`src/verilog/sar_pkg.sv`:
```
// constants for the successive approximation register
package sar_pkg;
   localparam int unsigned RESULT_WIDTH = 12;
   localparam int unsigned MSB_INDEX    = RESULT_WIDTH - 1;
   // result after reset: msb low, all others high
   localparam logic [RESULT_WIDTH-1:0] RESET_RESULT = 12'h7FF;
   // trial marker after a start sits on the msb; reset_n clears it to zero
   localparam logic [RESULT_WIDTH-1:0] RESET_TRIAL  = 12'h800;
   localparam logic [RESULT_WIDTH-1:0] ALL_ZERO     = 12'h000;
   typedef enum logic [1:0] {
      ST_IDLE    = 2'b00,
      ST_CONVERT = 2'b01,
      ST_DONE    = 2'b11
   } sar_state_t;
endpackage

```
`src/verilog/bit_delay.sv`:
```
// one clock delay stage for the serial decision copy
`timescale 1ns/100ps
`default_nettype none
module bit_delay (
   // clock and reset
   input  wire logic core_clk,
   input  wire logic reset_n,
   input  wire logic clk_en,
   // data
   input  wire logic bit_in,
   output var  logic bit_out
);
   logic bit_reg;
   logic bit_next;

   always_comb begin
      bit_next = bit_in;
   end

   always_ff @(posedge core_clk or negedge reset_n) begin
      if (!reset_n) begin
         bit_reg <= 1'b0;
      end else if (clk_en) begin
         bit_reg <= bit_next;
      end
   end

   assign bit_out = bit_reg;
endmodule
`default_nettype wire

```
`src/verilog/successive_approx_register.sv`:
```
// successive approximation register sequencing a conversion
//
// Summary of operation
// - sample input and update outputs on rising edge
// - start low at edge resets the register unless enable is high
// - enable high forces msb high, freezes rest
// - wide variant runs twelve bit steps
// - reset gives msb low, others high
// - done flag high during conversion, low after
// - serial output is input delayed one clock
`timescale 1ns/100ps
`default_nettype none
module successive_approx_register (
   // clock and reset
   input  wire logic                               core_clk,
   input  wire logic                               reset_n,
   input  wire logic                               clk_en,
   // conversion control
   input  wire logic                               start_n,
   input  wire logic                               chain_enable,
   input  wire logic                               comparator_bit,
   // results
   output var  logic [sar_pkg::RESULT_WIDTH-1:0]   result_bits,
   output var  logic                               msb_result_out,
   output var  logic                               msb_result_out_n,
   output var  logic                               conversion_done_n,
   output var  logic                               serial_out
);
   logic [sar_pkg::RESULT_WIDTH-1:0] result_reg;
   logic [sar_pkg::RESULT_WIDTH-1:0] result_next;
   logic [sar_pkg::RESULT_WIDTH-1:0] trial_reg;
   logic [sar_pkg::RESULT_WIDTH-1:0] trial_next;
   logic                             done_n_reg;
   logic                             done_n_next;
   logic                             msb_reg;
   logic                             msb_next;
   logic                             msb_n_reg;
   logic                             msb_n_next;
   sar_pkg::sar_state_t              state_reg;
   sar_pkg::sar_state_t              state_next;
   logic [3:0]                       steps_seen_reg;
   logic [3:0]                       steps_seen_next;

   // the trial marker walks one place towards the lsb per step
   function automatic logic [sar_pkg::RESULT_WIDTH-1:0] next_trial(
      input logic [sar_pkg::RESULT_WIDTH-1:0] trial
   );
      return trial >> 1;
   endfunction

   // keep the decision in the bit under trial, then pull the next lower bit low
   function automatic logic [sar_pkg::RESULT_WIDTH-1:0] approx_step(
      input logic [sar_pkg::RESULT_WIDTH-1:0] word,
      input logic [sar_pkg::RESULT_WIDTH-1:0] trial,
      input logic                             decision
   );
      logic [sar_pkg::RESULT_WIDTH-1:0] kept;
      kept = (word & ~trial) | (decision ? trial : sar_pkg::ALL_ZERO);
      return kept & ~next_trial(trial);
   endfunction

   always_comb begin
      result_next = result_reg;
      trial_next  = trial_reg;
      done_n_next = done_n_reg;
      state_next  = state_reg;
      if (chain_enable) begin
         // conversion inhibited, everything but msb holds
         state_next = state_reg;
      end else if (!start_n) begin
         result_next = sar_pkg::RESET_RESULT;
         trial_next  = sar_pkg::RESET_TRIAL;
         done_n_next = 1'b1;
         state_next  = sar_pkg::ST_CONVERT;
      end else begin
         case (state_reg)
            sar_pkg::ST_CONVERT: begin
               // store decision in bit under trial, next bit low
               result_next = approx_step(result_reg, trial_reg, comparator_bit);
               trial_next  = next_trial(trial_reg);
               if (trial_reg[0]) begin
                  done_n_next = 1'b0;
                  state_next  = sar_pkg::ST_DONE;
               end
            end
            sar_pkg::ST_DONE: begin
               // final word held while start stays high
               state_next = sar_pkg::ST_DONE;
            end
            sar_pkg::ST_IDLE: begin
               state_next = sar_pkg::ST_IDLE;
            end
            default: begin
               state_next = sar_pkg::ST_IDLE;
            end
         endcase
      end
      msb_next   = chain_enable | result_next[sar_pkg::MSB_INDEX];
      msb_n_next = ~result_next[sar_pkg::MSB_INDEX];
   end

   always_ff @(posedge core_clk or negedge reset_n) begin
      if (!reset_n) begin
         result_reg <= sar_pkg::RESET_RESULT;
         trial_reg  <= sar_pkg::ALL_ZERO;
         done_n_reg <= 1'b1;
         msb_reg    <= 1'b0;
         msb_n_reg  <= 1'b1;
         state_reg  <= sar_pkg::ST_IDLE;
      end else if (clk_en) begin
         result_reg <= result_next;
         trial_reg  <= trial_next;
         done_n_reg <= done_n_next;
         msb_reg    <= msb_next;
         msb_n_reg  <= msb_n_next;
         state_reg  <= state_next;
      end
   end

   // helper: decisions stored since the last start; only the checks below read it
   always_comb begin
      steps_seen_next = steps_seen_reg;
      if (!chain_enable && !start_n) begin
         steps_seen_next = 4'h0;
      end else if (!chain_enable && state_reg == sar_pkg::ST_CONVERT) begin
         steps_seen_next = 4'(steps_seen_reg + 4'h1);
      end
   end

   always_ff @(posedge core_clk or negedge reset_n) begin
      if (!reset_n) begin
         steps_seen_reg <= 4'h0;
      end else if (clk_en) begin
         steps_seen_reg <= steps_seen_next;
      end
   end

   // the chain force is registered, so the msb lags the enable pin by one clock
   // msb slice also reflects the chain force for the dac side
   always_comb begin
      result_bits                     = result_reg;
      result_bits[sar_pkg::MSB_INDEX] = msb_reg;
   end
   assign msb_result_out    = msb_reg;
   assign msb_result_out_n  = msb_n_reg;
   assign conversion_done_n = done_n_reg;

   bit_delay u_serial (
      .core_clk (core_clk),
      .reset_n  (reset_n),
      .clk_en   (clk_en),
      .bit_in   (comparator_bit),
      .bit_out  (serial_out)
   );

   a_serial_delay: assert property (@(posedge core_clk) disable iff (!reset_n)
      clk_en |=> serial_out == $past(comparator_bit))
      else $error("serial output not one clock delayed");
   a_reset_pattern: assert property (@(posedge core_clk) disable iff (!reset_n)
      (clk_en && !start_n && !chain_enable) |=> result_reg == sar_pkg::RESET_RESULT && conversion_done_n)
      else $error("reset pattern wrong");
   a_chain_force: assert property (@(posedge core_clk) disable iff (!reset_n)
      (clk_en && chain_enable) |=> msb_result_out && $stable(result_reg) && $stable(conversion_done_n))
      else $error("chain enable did not force and hold");
   a_done_timing: assert property (@(posedge core_clk) disable iff (!reset_n)
      (clk_en && !start_n && !chain_enable) ##1 (clk_en && start_n && !chain_enable) [*8]
      ##1 (clk_en && start_n && !chain_enable) [*4] |=> !conversion_done_n)
      else $error("done not after twelve steps");
   a_done_high: assert property (@(posedge core_clk) disable iff (!reset_n)
      (state_reg == sar_pkg::ST_CONVERT) |-> conversion_done_n)
      else $error("done low during conversion");
   a_step_store: assert property (@(posedge core_clk) disable iff (!reset_n)
      (clk_en && start_n && !chain_enable && state_reg == sar_pkg::ST_CONVERT && trial_reg[1])
      |=> !result_reg[0] && result_reg[1] == $past(comparator_bit))
      else $error("trial step wrong");
   a_hold_final: assert property (@(posedge core_clk) disable iff (!reset_n)
      (state_reg == sar_pkg::ST_DONE && clk_en && start_n && !chain_enable) |=> $stable(result_reg))
      else $error("final result not held");
   a_msb_follow: assert property (@(posedge core_clk) disable iff (!reset_n)
      (clk_en && !chain_enable) |=> msb_result_out == result_reg[sar_pkg::MSB_INDEX])
      else $error("msb not following register");
   a_enable_freeze: assert property (@(posedge core_clk) disable iff (!reset_n)
      !clk_en |=> $stable(result_reg) && $stable(state_reg)
         && $stable(conversion_done_n) && $stable(serial_out))
      else $error("state moved while clock enable low");
   a_start_restart: assert property (@(posedge core_clk) disable iff (!reset_n)
      (clk_en && !start_n && !chain_enable)
         |=> state_reg == sar_pkg::ST_CONVERT && trial_reg == sar_pkg::RESET_TRIAL)
      else $error("start did not restart the steps");
   a_idle_hold: assert property (@(posedge core_clk) disable iff (!reset_n)
      (clk_en && start_n && !chain_enable && state_reg != sar_pkg::ST_CONVERT)
         |=> $stable(result_reg) && $stable(conversion_done_n))
      else $error("result changed without a start");
   a_msb_reset: assert property (@(posedge core_clk) disable iff (!reset_n)
      (clk_en && !start_n && !chain_enable) |=> !msb_result_out && msb_result_out_n)
      else $error("msb pair wrong after start");
   a_chain_state: assert property (@(posedge core_clk) disable iff (!reset_n)
      (clk_en && chain_enable) |=> $stable(state_reg) && $stable(trial_reg))
      else $error("chain enable did not inhibit conversion");
   a_trial_onehot: assert property (@(posedge core_clk) disable iff (!reset_n)
      (state_reg == sar_pkg::ST_CONVERT) |-> $onehot(trial_reg))
      else $error("trial marker not one hot");
   a_trial_low: assert property (@(posedge core_clk) disable iff (!reset_n)
      (state_reg == sar_pkg::ST_CONVERT) |-> (result_reg & trial_reg) == sar_pkg::ALL_ZERO)
      else $error("bit under trial not driven low");
   a_done_held: assert property (@(posedge core_clk) disable iff (!reset_n)
      (state_reg == sar_pkg::ST_DONE) |-> !conversion_done_n)
      else $error("done flag not held low");
   a_idle_quiet: assert property (@(posedge core_clk) disable iff (!reset_n)
      (state_reg == sar_pkg::ST_IDLE) |-> conversion_done_n && result_reg == sar_pkg::RESET_RESULT)
      else $error("idle state lost the reset pattern");
   a_msb_inverse: assert property (@(posedge core_clk) disable iff (!reset_n)
      msb_result_out_n == !result_reg[sar_pkg::MSB_INDEX])
      else $error("complement msb output wrong");
   a_step_count: assert property (@(posedge core_clk) disable iff (!reset_n)
      $fell(conversion_done_n) |-> steps_seen_reg == 4'(sar_pkg::RESULT_WIDTH))
      else $error("done after wrong number of steps");
   a_count_bound: assert property (@(posedge core_clk) disable iff (!reset_n)
      (state_reg == sar_pkg::ST_CONVERT) |-> steps_seen_reg < 4'(sar_pkg::RESULT_WIDTH))
      else $error("conversion ran past the last step");
endmodule
`default_nettype wire

```
`config.mk`:
```
export PLATFORM = sky130hd
export DESIGN_NAME = successive_approx_register
export DESIGN_NICKNAME = d
export VERILOG_FILES = /design/src/verilog/sar_pkg.sv /design/src/verilog/bit_delay.sv /design/src/verilog/successive_approx_register.sv
export SDC_FILE = /design/constraint.sdc
export NUM_CORES = 1
export LEC_CHECK = 0
export BUFFER_PORTS_ARGS = -buffer_cell sky130_fd_sc_hd__clkbuf_2
export CAP_MARGIN = 5
export CORE_ASPECT_RATIO = 1.4
export CORE_MARGIN = 3
export CORE_UTILIZATION = 60
export DETAILED_ROUTE_END_ITERATION = 10
export PLACE_DENSITY = 0.83
export SLEW_MARGIN = 10
export SYNTH_ARGS = -nofsm -noshare
export SYNTH_HDL_FRONTEND = slang
export SYNTH_SLANG_ARGS = --single-unit
```
`constraint.sdc`:
```
create_clock -name core_clk -period 3.9 [get_ports core_clk]
set_clock_uncertainty 0.05 [all_clocks]
set_input_delay 0.78 -clock core_clk [delete_from_list [all_inputs] [get_ports core_clk]]
set_output_delay 0.78 -clock core_clk [all_outputs]
set_load 0.01 [all_outputs]
```
=== Yosys cells after proc, flatten, opt, wreduce, memory -nomap -nowiden ===
Index checks and enable logic that the tools add are counted.

* Register bits after elaboration: 30
* Input port bits: 6
* Output and inout port bits: 16

* Eq/ne operators: 5
* Mux-type cells: 12
* Bitwise operators: 8
* Reductions and logical operators: 3

{| class="wikitable"
|+ Operators by type and width
! kind !! count
|-
| 12-bit 2-to-1 mux || 6
|-
| 12-bit bitwise AND || 2
|-
| 11-bit NOT with 12-bit output || 1
|-
| 12-bit NOT || 1
|-
| 12-bit OR || 1
|-
| 3-bit AND reduction || 2
|-
| 2-bit 2-to-1 mux || 2
|-
| 2-bit by 1-bit != test with 1-bit output, second input constant || 2
|-
| 2-bit case mux with 2 select lines || 1
|-
| 4-bit AND reduction || 1
|-
| 1-bit 2-to-1 mux || 3
|-
| 3-bit != test, second input constant || 1
|-
| 2-bit by 1-bit equality test with 1-bit output, second input constant || 1
|-
| 2-bit equality test, second input constant || 1
|-
| 1-bit NOT || 2
|-
| 1-bit OR || 1
|}

=== Logic depth before layout (Yosys ltp) ===
Gate-level depths: netlist (run 1).

* Word-level depth: 8
* Gate-level depth with buffers: 5
* Mapped depth without buffers: 4

=== Modules after synthesis ===
From an unflattened synthesis (run 1), not the netlist that was laid out.

* Cell total of the unflattened synthesis: 126
* Area, all modules: 1,437.6 µm²

{| class="wikitable"
|+ Modules (own cells, without submodules)
! module !! times used !! cells each !! area an instance (µm²)
|-
| successive_approx_register || 1 || 124 || 1,397.6
|-
| bit_delay || 1 || 2 || 40.0
|}

=== Least setup slack after synthesis (run 1) ===
Ideal clock, no wire load.

* Kind: input to register
* From: input port clk_en
* To: register trial_reg[0] (netlist bit)
* Setup time: 0.121 ns
* Arrival time: 1.501 ns
* Required time: 3.729 ns
* Slack: 2.228 ns
* Stages on the path: 5
* Cell sequence: nor2b_4 -> buf_6 -> and3_4 -> buf_6 -> a22o_1

* Cells in the longest elaborated chain, start to end: 1

{| class="wikitable"
|+ RTL lines
! element !! line !! source
|-
| start, declared || successive_approx_register.sv:17 || <nowiki>input wire logic clk_en,</nowiki>
|-
| 3-bit AND reduction (no source line) || - ||
|-
| end signal, assigned || successive_approx_register.sv:105 || <nowiki>trial_reg <= sar_pkg::ALL_ZERO;</nowiki>
|-
| end signal, assigned || successive_approx_register.sv:112 || <nowiki>trial_reg <= trial_next;</nowiki>
|-
| end, declared || successive_approx_register.sv:31 || <nowiki>logic [sar_pkg::RESULT_WIDTH-1:0] trial_reg;</nowiki>
|}

No other way between the ends.
A chain may end at the register's enable or synchronous reset.

=== Final worst setup path (run 1) ===
* From: register result_reg[10] (netlist bit)
* To: output port result_bits[10] (netlist bit)

{| class="wikitable"
|+ RTL lines
! element !! line !! source
|-
| start, declared || successive_approx_register.sv:29 || <nowiki>logic [sar_pkg::RESULT_WIDTH-1:0] result_reg;</nowiki>
|-
| start signal, assigned || successive_approx_register.sv:104 || <nowiki>result_reg <= sar_pkg::RESET_RESULT;</nowiki>
|-
| start signal, assigned || successive_approx_register.sv:111 || <nowiki>result_reg <= result_next;</nowiki>
|-
| end, declared || successive_approx_register.sv:23 || <nowiki>output var logic [sar_pkg::RESULT_WIDTH-1:0] result_bits,</nowiki>
|}

No word-level cell between the ends.

==> out/qor.txt, run 1 <==
count of nets left with antenna violations after detail routing = 0
most common cell after layout, fill and taps aside = sky130_fd_sc_hd__a21oi_1
classification of the worst setup path = reg2out
number of nets in the synthesized netlist = 152
xor-xnor portion of the synthesized cell area = 0
outcome = finished clean
count of boundary I/O pins = 22
main combinational cell family by area after synthesis = compound AO/OA/AOI/OAI gates
post-synthesis sequential area ratio = 0.509
Critical Path End Type = primary output
Hold WC Path Type = reg2reg
average detailed-routed wire length per instance = 14.9 um
multiplexer share of the synthesized area = 0.0149
kind of cell adding the most delay to the critical path = flip-flops
total power divided by cell area = 437 nW/um^2
Ant. Diodes = 0
post-synthesis instance area = 1510 sq um
clock buffer count from CTS = 5
cts hold-fix bufs = 0
top-area cell type share of the netlist area = 0.282
pin count of the biggest net entering global routing = 31
post-CTS clock slew at the launch and capture registers of the worst setup and hold paths = 0.08 ns
RSZ-0062 raised after global routing = false
number of vias after detailed routing = 1082
cell area after layout = 1560 sq um
most used routing layer in global routing = met2
total buffers and inverters traversed by the critical path = 1
first-pass GRT wire length = 4.95 mm
number of port buffers = 21
Core Rows = 20
DRC violation count after routing = 0
Die Y-Extent = 65.3 um
average via count per standard cell = 5.76
final cell count without fillers = 188
Slowest-stage cell, CP = sky130_fd_sc_hd__dfstp_2
initial standard-cell utilization of the core = 0.662
total core area = 2280 sq um
commonest cells after routing, fill and taps aside = 25 x sky130_fd_sc_hd__a21oi_1, 21 x sky130_fd_sc_hd__clkbuf_2, 17 x sky130_fd_sc_hd__dfrtp_1
Slew HR = 0.530
final cell utilization of the core = 0.685
Hold Slack = 0.411 ns
post-placement cell area = 1510 sq um
Yosys warning total = 0
final-report hold violation count = 0
post-synth top area cell = sky130_fd_sc_hd__dfrtp_1
met2 usage in global routing = 0.340
Largest stage delay, worst path = 0.55 ns
layout filler cell count = 185
count of different cell masters after synthesis = 29
average cell area after synthesis = 10.3 sq um
highest attainable clock frequency = 0.543 GHz
CTS-repair resized insts = 0
cell count after synthesis = 146
area of the die = 3160 sq um
Post-Place Cells = 180
number of global-route vias before repair = 1040
worst vdd ir = 0.000268 V
number of clock sinks seen by CTS = 30
initial antenna violation count = 0
area growth from synthesis to layout = 3.40%
Setup crit start kind = flop
worst-margin pin slew = 0.705 ns
horizontal extent of the die = 48.4 um
H-tree lvl count = 2
cell leakage power = 0.687 nW
MaxCap Viol Count = 0
Initial DRC Count = 40
final weighted congestion in routability-driven placement = 0.860
M3 GR Usage = 0.0771
crit path max fanout = 3
Skew-Pair Late Insertion Delay = 0.34 ns
ordered list of cells on the worst path = clkbuf_2
total routed wirelength = 2.81 mm
data required time of the critical path = 3.07 ns
number of nets in the layout = 160
fin crit period = 1.84 ns
count of state elements after synthesis = 30
Synth area leaders = sky130_fd_sc_hd__dfrtp_1 28%, sky130_fd_sc_hd__dfstp_2 23%, sky130_fd_sc_hd__a21oi_1 8.3%
post-CTS setup-driven buffer insertion count = 0
TritonCTS clock tree = built
crit path DAT = 1.01 ns
Clk Tree Root Cell = sky130_fd_sc_hd__clkbuf_4
iteration count of the initial detailed-routing pass = 4
Compound-Gate Fraction of Synth Area = 0.269
Overall Global Routing Usage = 0.210
post-synthesis simple-gate area fraction = 0.107
met1 Resource Use GR = 0.255
synthesized-area fraction occupied by adder cells = 0
fin. max-slew vios = 0
Remaining Overflow, GRT = 0
layout cells sized above 1 = 0.290
clock buffer depth = 2
total setup violations reported at the end of the flow = 0
Final TNS setup = 0 ns
Detailed Place HPWL = 1.95 mm
crit share post-route = 0.472
==> cell type report <==
type | count | area, sq um | area share
Tap cell | 33 | 41.3 | 0.0265
Inverter | 2 | 7.51 | 0.00482
Multi-Input combinational cell | 94 | 589 | 0.378
Sequential cell | 30 | 767 | 0.492
Timing Repair Buffer | 21 | 105 | 0.0674
Clock buffer | 8 | 48.8 | 0.0313
==> where the power goes <==
| part | switching (W) | total [W] | internal, W | leakage [nW] |
|---|---|---|---|---|
| Combinational | 0.0000673 | 0.000124 | 0.0000569 | 0.302 |
| Sequential | 0.0000297 | 0.000384 | 0.000354 | 0.359 |
| Clock | 0.000102 | 0.000174 | 0.0000717 | 0.0265 |
| Total | 0.000199 | 0.000682 | 0.000483 | 0.687 |
==> path summary, 6_finish.rpt <==
path,cells after the start,start,endpoint,slack [ns]
min in group asynchronous,1,reset_n,trial_reg[3],0.42
hold / removal,2,msb_result_out_n,msb_result_out_n,0.41
max in group asynchronous,1,reset_n,msb_result_out,2.92
setup reg to reg,4,state_reg[1],msb_result_out_n,2.54
hold reg to reg,2,msb_result_out_n,msb_result_out_n,0.41
setup / recovery,1,result_reg[10],result_bits[10],2.06
==> cell usage after synthesis, drive strengths merged <==
cell type	number
a21oi	25
buf	17
dfrtp	17
a22o	14
nand2	14
dfstp	13
nor2	9
o21ai	7
o22a	6
a21o	5
clkbuf	3
inv	2
mux2	2
nand2b	2
and2b	1
and3	1
nand3	1
nand3b	1
nand4	1
nor2b	1
o2111ai	1
o211ai	1
o21bai	1
o2bb2ai	1
==> layer usage <==
metal	vias up	share of wire
met5	-	0
met4	0	0.025
met3	8	0.040
met2	21	0.50
met1	520	0.44
li1	533	-
==> through the flow <==
step	worst slack (ns)	total power (W)
2_1_floorplan	2.23	0.000490
5_1_grt	1.99	0.000729
6_report	2.06	0.000682
3_5_place_dp	1.77	0.000515
4_1_cts	2.03	0.000692
3_3_place_gp	1.85	0.000510
==> logic make-up after synthesis <==
family | after synthesis
compound gates | 61
simple gates | 31
flops | 30
buf+inv | 22
mux | 2
Note: power is estimated with default switching activity, not from simulation.
==> run 2, diff against run 1 <==
CORE_UTILIZATION = 50   (was 60)
PLACE_DENSITY = 0.74   (was 0.83)
clock period = 1.6 ns   (was 3.9 ns; I/O delays follow)
==> run 2 against run 1 <==
Against the previous run: flip-flop and latch count did not move; first-iteration DRC count rose by 15%; utilization fell by 10 points; sequential share of layout area decreased by 1.5 points; non-clock buffer count is 4 higher; final area grew 3.0%; critical path depth is 3 higher; sequential power up 140%; setup slack worse by 1.9 ns; critical endpoint is now msb_result_out_n.
==> out/qor.txt, run 2 (synthesized netlist as in run 1, its figures left out) <==
outcome = finished clean (unchanged)
cell leakage power = 0.714 nW (was 0.687 nW)
layout cells sized above 1 = 0.314 (was 0.290)
post-CTS setup-driven buffer insertion count = 0 (unchanged)
fin. max-slew vios = 0 (unchanged)
final cell utilization of the core = 0.584 (was 0.685)
reg2reg path depth = 4 (unchanged)
average via count per standard cell = 5.79 (was 5.76)
RSZ-0062 raised after global routing = false (unchanged)
count of boundary I/O pins = 22 (unchanged)
final weighted congestion in routability-driven placement = 0.766 (was 0.860)
H-tree lvl count = 2 (unchanged)
fraction of power spent switching nets = 0.291 (was 0.292)
Clk Tree Root Cell = sky130_fd_sc_hd__clkbuf_4 (unchanged)
classification of the worst setup path = reg2reg (was reg2out)
Die Y-Extent = 71.0 um (was 65.3 um)
number of vias after detailed routing = 1130 (was 1082)
highest attainable clock frequency = 0.701 GHz
Gate power share = 0.182 (about the same)
worst-margin pin slew = 0.387 ns (was 0.705 ns)
Initial DRC Count = 46 (was 40)
area growth from synthesis to layout = 6.56% (was 3.40%)
pre-CTS worst setup slack = 0.188 ns (was 1.77 ns)
Overall Global Routing Usage = 0.184 (was 0.210)
Final TNS setup = 0 ns (unchanged)
power share of the clock group = 0.276 (was 0.255)
area of the die = 3720 sq um (was 3160 sq um)
post-CTS clock slew at the launch and capture registers of the worst setup and hold paths = 0.08 ns (about the same)
final total power = 0.00172 W (was 0.000682 W)
crit path max fanout = 14 (was 3)
number of port buffers = 21 (unchanged)
clock buffer depth = 2 (unchanged)
pin count of the biggest net entering global routing = 31 (unchanged)
Ant. Diodes = 0 (unchanged)
final-report hold violation count = 0 (unchanged)
clock buffer count from CTS = 5 (unchanged)
Slew HR = 0.742 (was 0.530)
horizontal extent of the die = 52.4 um (was 48.4 um)
most common cell after layout, fill and taps aside = sky130_fd_sc_hd__a21oi_1 (unchanged)
Hold WC Path Type = in2reg (was reg2reg)
first-pass GRT wire length = 5.00 mm (was 4.95 mm)
worst-case setup margin in the final layout = 0.174 ns (was 2.06 ns)
number of clock sinks seen by CTS = 30 (unchanged)
total core area = 2750 sq um (was 2280 sq um)
sequential power share = 0.543 (was 0.563)
worst vdd ir = 0.000690 V (was 0.000268 V)
initial antenna violation count = 0 (unchanged)
Setup crit start kind = flop (unchanged)
Power Internal = 0.00122 W (was 0.000483 W)
fin crit period = 1.43 ns
Remaining Overflow, GRT = 0 (unchanged)
iteration count of the initial detailed-routing pass = 5 (was 4)
commonest cells after routing, fill and taps aside = 25 x sky130_fd_sc_hd__a21oi_1, 21 x sky130_fd_sc_hd__clkbuf_2, 17 x sky130_fd_sc_hd__dfrtp_1 (unchanged)
Critical Path End Type = flop (was primary output)
total routed wirelength = 2.93 mm (was 2.81 mm)
worst hold path depth = 2 (unchanged)
crit share post-route = 0.891
DRC violation count after routing = 0 (unchanged)
total setup violations reported at the end of the flow = 0 (unchanged)
count of nets left with antenna violations after detail routing = 0 (unchanged)
TritonCTS clock tree = built (unchanged)
number of global-route vias before repair = 1059 (was 1040)
Skew-Pair Late Insertion Delay = 0.34 ns (about the same)
total power divided by cell area = 1070 nW/um^2 (was 437 nW/um^2)
MaxCap Viol Count = 0 (unchanged)
Detailed Place HPWL = 1.95 mm (about the same)
data required time of the critical path = 1.81 ns (was 3.07 ns)
average detailed-routed wire length per instance = 15.0 um (was 14.9 um)
initial standard-cell utilization of the core = 0.548 (was 0.662)
Core Rows = 22 (was 20)
number of nets in the layout = 164 (was 160)
crit path DAT = 1.64 ns (was 1.01 ns)
power spent charging and discharging nets = 0.000502 W (was 0.000199 W)
## run 2: cell types whose count changed in the layout (fill, tap and decap cells not counted), sizes merged
cell | before | now
clkbuf | 29 | 28
clkinv | 0 | 1
buf | 0 | 3
dlygate4sd3 | 0 | 1
## run 2: worst max-delay path, stage by stage, from the launching register on
cell                        delay [ns]
sky130_fd_sc_hd__dfrtp_1          0.40
sky130_fd_sc_hd__and2b_2          0.40
sky130_fd_sc_hd__nand4_1          0.17
sky130_fd_sc_hd__o2111ai_1        0.24
sky130_fd_sc_hd__o21ai_1          0.09
## run 2: power by group through the flow
stage	Combinational (W)	Clock (W)	Sequential, W
2_1_floorplan	0.000258	0	0.000937
3_3_place_gp	0.000307	0	0.000942
3_5_place_dp	0.000315	0	0.000947
4_1_cts	0.000318	0.000488	0.000934
5_1_grt	0.000354	0.000523	0.000949
6_report	0.000313	0.000475	0.000935
## run 2: what timing repair did
item                       4_1_cts  5_1_grt
hold buffers                     1        0
hold endpoints to repair        17        0
setup endpoints to repair        0        0
gates resized for setup          0        0
## run 2: path summary, 6_finish.rpt
kind,startpoint,end,slack (ns)
worst max-delay path,state_reg[1],msb_result_out_n,0.17
worst min-delay path,clk_en,msb_result_out_n,0.16
worst max register to register,state_reg[1],msb_result_out_n,0.17
worst min register to register,msb_result_out_n,msb_result_out_n,0.41
max in group asynchronous,reset_n,msb_result_out_n,0.72
min in group asynchronous,reset_n,trial_reg[1],0.47
## run 2: through the flow
step | hold WS [ns] | instances | instance area, sq um
2_1_floorplan | -0.0256 | 146 | 1510
3_3_place_gp | 0.290 | 186 | 1540
3_5_place_dp | 0.303 | 186 | 1540
4_1_cts | 0.148 | 195 | 1610
5_1_grt | 0.154 | 195 | 1610
6_report | 0.161 | 195 | 1610
## run 2: layer usage
metal,up-vias,GRT usage,routed length (um)
met1,559,0.220,1270
li1,540,-,-
met4,0,0.131,58
met3,5,0.0484,137
met5,-,0,0
met2,26,0.279,1460
## run 2: cell type report
| cell class | instances | area [sq um] |
|---|---|---|
| inverters | 2 | 7.51 |
| clock buffers | 7 | 55.1 |
| multi-input cells | 94 | 589 |
| clock inverters | 1 | 5.00 |
| fillers | 235 | 1150 |
| flip-flops and latches | 30 | 767 |
| well taps | 36 | 45.0 |
| repair buffers | 25 | 138 |
==> run 3, diff against run 2 <==
RECOVER_POWER = 50   (was unset)
==> run 3 against run 2 <==
Against the previous run: clock power is essentially flat; non-clock buffer count is the same; combinational power shrank 2%; register-to-register slack is essentially flat; total power shrank 0.31%; wire length shrank 0.89%; fmax grew 0.47%; sequential power is essentially flat; clock-buffer cell count is the same; global-route usage is the same; critical endpoint unchanged; highest routed layer unchanged.
==> out/qor.txt, run 3 (synthesized netlist as in run 1, its figures left out) <==
clock buffer depth = 2 (unchanged)
number of nets in the layout = 164 (unchanged)
average detailed-routed wire length per instance = 14.9 um (was 15.0 um)
Die Y-Extent = 71.0 um (unchanged)
fin crit period = 1.42 ns (was 1.43 ns)
area growth from synthesis to layout = 5.81% (was 6.56%)
pin count of the biggest net entering global routing = 31 (unchanged)
number of clock sinks seen by CTS = 30 (unchanged)
post-CTS clock slew at the launch and capture registers of the worst setup and hold paths = 0.08 ns (about the same)
crit path DAT = 1.63 ns (was 1.64 ns)
register-to-register setup slack = 0.18 ns (was 0.17 ns)
cell leakage power = 0.699 nW (was 0.714 nW)
RSZ-0062 raised after global routing = false (unchanged)
Core Rows = 22 (unchanged)
area of the die = 3720 sq um (unchanged)
total setup violations reported at the end of the flow = 0 (unchanged)
worst hold path depth = 2 (unchanged)
outcome = finished clean (unchanged)
reg-to-reg endpoint = msb_result_out_n (unchanged)
data required time of the critical path = 1.81 ns (about the same)
layout filler cell count = 239 (was 235)
total core area = 2750 sq um (unchanged)
M3 GR Usage = 0.0484 (unchanged)
first-pass GRT wire length = 5.00 mm (unchanged)
H-tree lvl count = 2 (unchanged)
Overall Global Routing Usage = 0.184 (unchanged)
MaxCap Viol Count = 0 (unchanged)
count of boundary I/O pins = 22 (unchanged)
DRC violation count after routing = 0 (unchanged)
most used routing layer in global routing = met2 (unchanged)
register area = 767 sq um (unchanged)
clock buffer count from CTS = 5 (unchanged)
reg2reg path depth = 4 (unchanged)
Detailed Place HPWL = 1.95 mm (unchanged)
Ant. Diodes = 0 (unchanged)
Hold Crit Start = clk_en (unchanged)
most common cell after layout, fill and taps aside = sky130_fd_sc_hd__a21oi_1 (unchanged)
highest attainable clock frequency = 0.705 GHz (was 0.701 GHz)
met2 usage in global routing = 0.279 (unchanged)
final cell count without fillers = 195 (unchanged)
worst vdd ir = 0.000690 V (about the same)
Slew HR = 0.513 (was 0.742)
met1 Resource Use GR = 0.220 (unchanged)
Skew-Pair Late Insertion Delay = 0.34 ns (about the same)
final weighted congestion in routability-driven placement = 0.766 (unchanged)
crit path max fanout = 14 (unchanged)
final total power = 0.00172 W (about the same)
Hold WC Path Type = in2reg (unchanged)
crit share post-route = 0.887 (was 0.891)
commonest cells after routing, fill and taps aside = 25 x sky130_fd_sc_hd__a21oi_1, 18 x sky130_fd_sc_hd__clkbuf_2, 17 x sky130_fd_sc_hd__dfrtp_1 (was 25 x sky130_fd_sc_hd__a21oi_1, 21 x sky130_fd_sc_hd__clkbuf_2, 17 x sky130_fd_sc_hd__dfrtp_1)
Critical Path End Type = flop (unchanged)
classification of the worst setup path = reg2reg (unchanged)
multi-input gate area in the final layout = 589 sq um (unchanged)
initial standard-cell utilization of the core = 0.548 (unchanged)
layout cells sized above 1 = 0.283 (was 0.314)
initial antenna violation count = 0 (unchanged)
hold worst-path end = msb_result_out_n (unchanged)
total routed wirelength = 2.90 mm (was 2.93 mm)
Clk Tree Root Cell = sky130_fd_sc_hd__clkbuf_4 (unchanged)
iteration count of the initial detailed-routing pass = 4 (was 5)
Post-Place Cells = 186 (unchanged)
total power divided by cell area = 1080 nW/um^2 (was 1070 nW/um^2)
TritonCTS clock tree = built (unchanged)
Reg-to-Reg Start = state_reg[1] (unchanged)
fin. max-slew vios = 0 (unchanged)
number of global-route vias before repair = 1059 (unchanged)
horizontal extent of the die = 52.4 um (unchanged)
number of port buffers = 21 (unchanged)
number of vias after detailed routing = 1119 (was 1130)
worst-margin pin slew = 0.730 ns (was 0.387 ns)
Final TNS setup = 0 ns (unchanged)
count of nets left with antenna violations after detail routing = 0 (unchanged)
Setup crit start kind = flop (unchanged)
final-report hold violation count = 0 (unchanged)
Remaining Overflow, GRT = 0 (unchanged)
average via count per standard cell = 5.74 (was 5.79)
Initial DRC Count = 47 (was 46)
==> run 3: layout make-up <==
class / instances / share of cell area
well taps: 36 / 0.0282
multi-input cells: 94 / 0.369
repair buffers: 25 / 0.0792
clock buffers: 7 / 0.0345
clock inverters: 1 / 0.00314
flip-flops and latches: 30 / 0.481
inverters: 2 / 0.00471
==> run 3: where the power goes <==
part           leakage (nW)  internal, W  switching, W
Combinational         0.305     0.000140      0.000167
Sequential            0.359     0.000863     0.0000714
Clock                0.0353     0.000212      0.000263
Total                 0.699      0.00122      0.000502
==> run 3: worst max-delay path by stage <==
stage,end,cells past startpoint,slack [ns],startpoint
6_report,msb_result_out_n,4,0.18,state_reg[1]
5_1_grt,msb_result_out_n,4,0.06,state_reg[1]
4_1_cts,result_reg[0],4,0.19,state_reg[1]
3_5_place_dp,result_reg[4],4,0.19,state_reg[1]
3_3_place_gp,msb_result_out_n,4,0.25,state_reg[1]
2_1_floorplan,trial_reg[0],4,0.33,state_reg[0]
==> run 3: critical path, cell delays in order, from the launching register on <==
cell	delay, ns
sky130_fd_sc_hd__dfrtp_1	0.40
sky130_fd_sc_hd__and2b_2	0.39
sky130_fd_sc_hd__nand4_1	0.17
sky130_fd_sc_hd__o2111ai_1	0.24
sky130_fd_sc_hd__o21ai_1	0.09
==> run 3: through the flow <==
| stage | hold WS (ns) | worst slack [ns] | utilization | area [sq um] |
|---|---|---|---|---|
| after detailed placement | 0.303 | 0.188 | 0.558 | 1540 |
| after global routing | 0.154 | 0.0556 | 0.580 | 1600 |
| final | 0.160 | 0.181 | 0.580 | 1600 |
| after global placement | 0.290 | 0.248 | 0.558 | 1540 |
| after floorplan | -0.0256 | 0.329 | - | 1510 |
| after CTS | 0.148 | 0.187 | 0.584 | 1610 |
==> run 3: per-layer routing <==
| metal | up-vias | wire [um] |
|---|---|---|
| met5 | - | 0 |
| met2 | 21 | 1430 |
| met3 | 8 | 106 |
| met1 | 551 | 1270 |
| met4 | 0 | 94 |
| li1 | 539 | - |
==> run 3: timing repair <==
action,in CTS,in global routing
endpoints found under the hold margin,17,0
hold buffers,1,0
gates resized for setup,0,0
buffers inserted,0,0
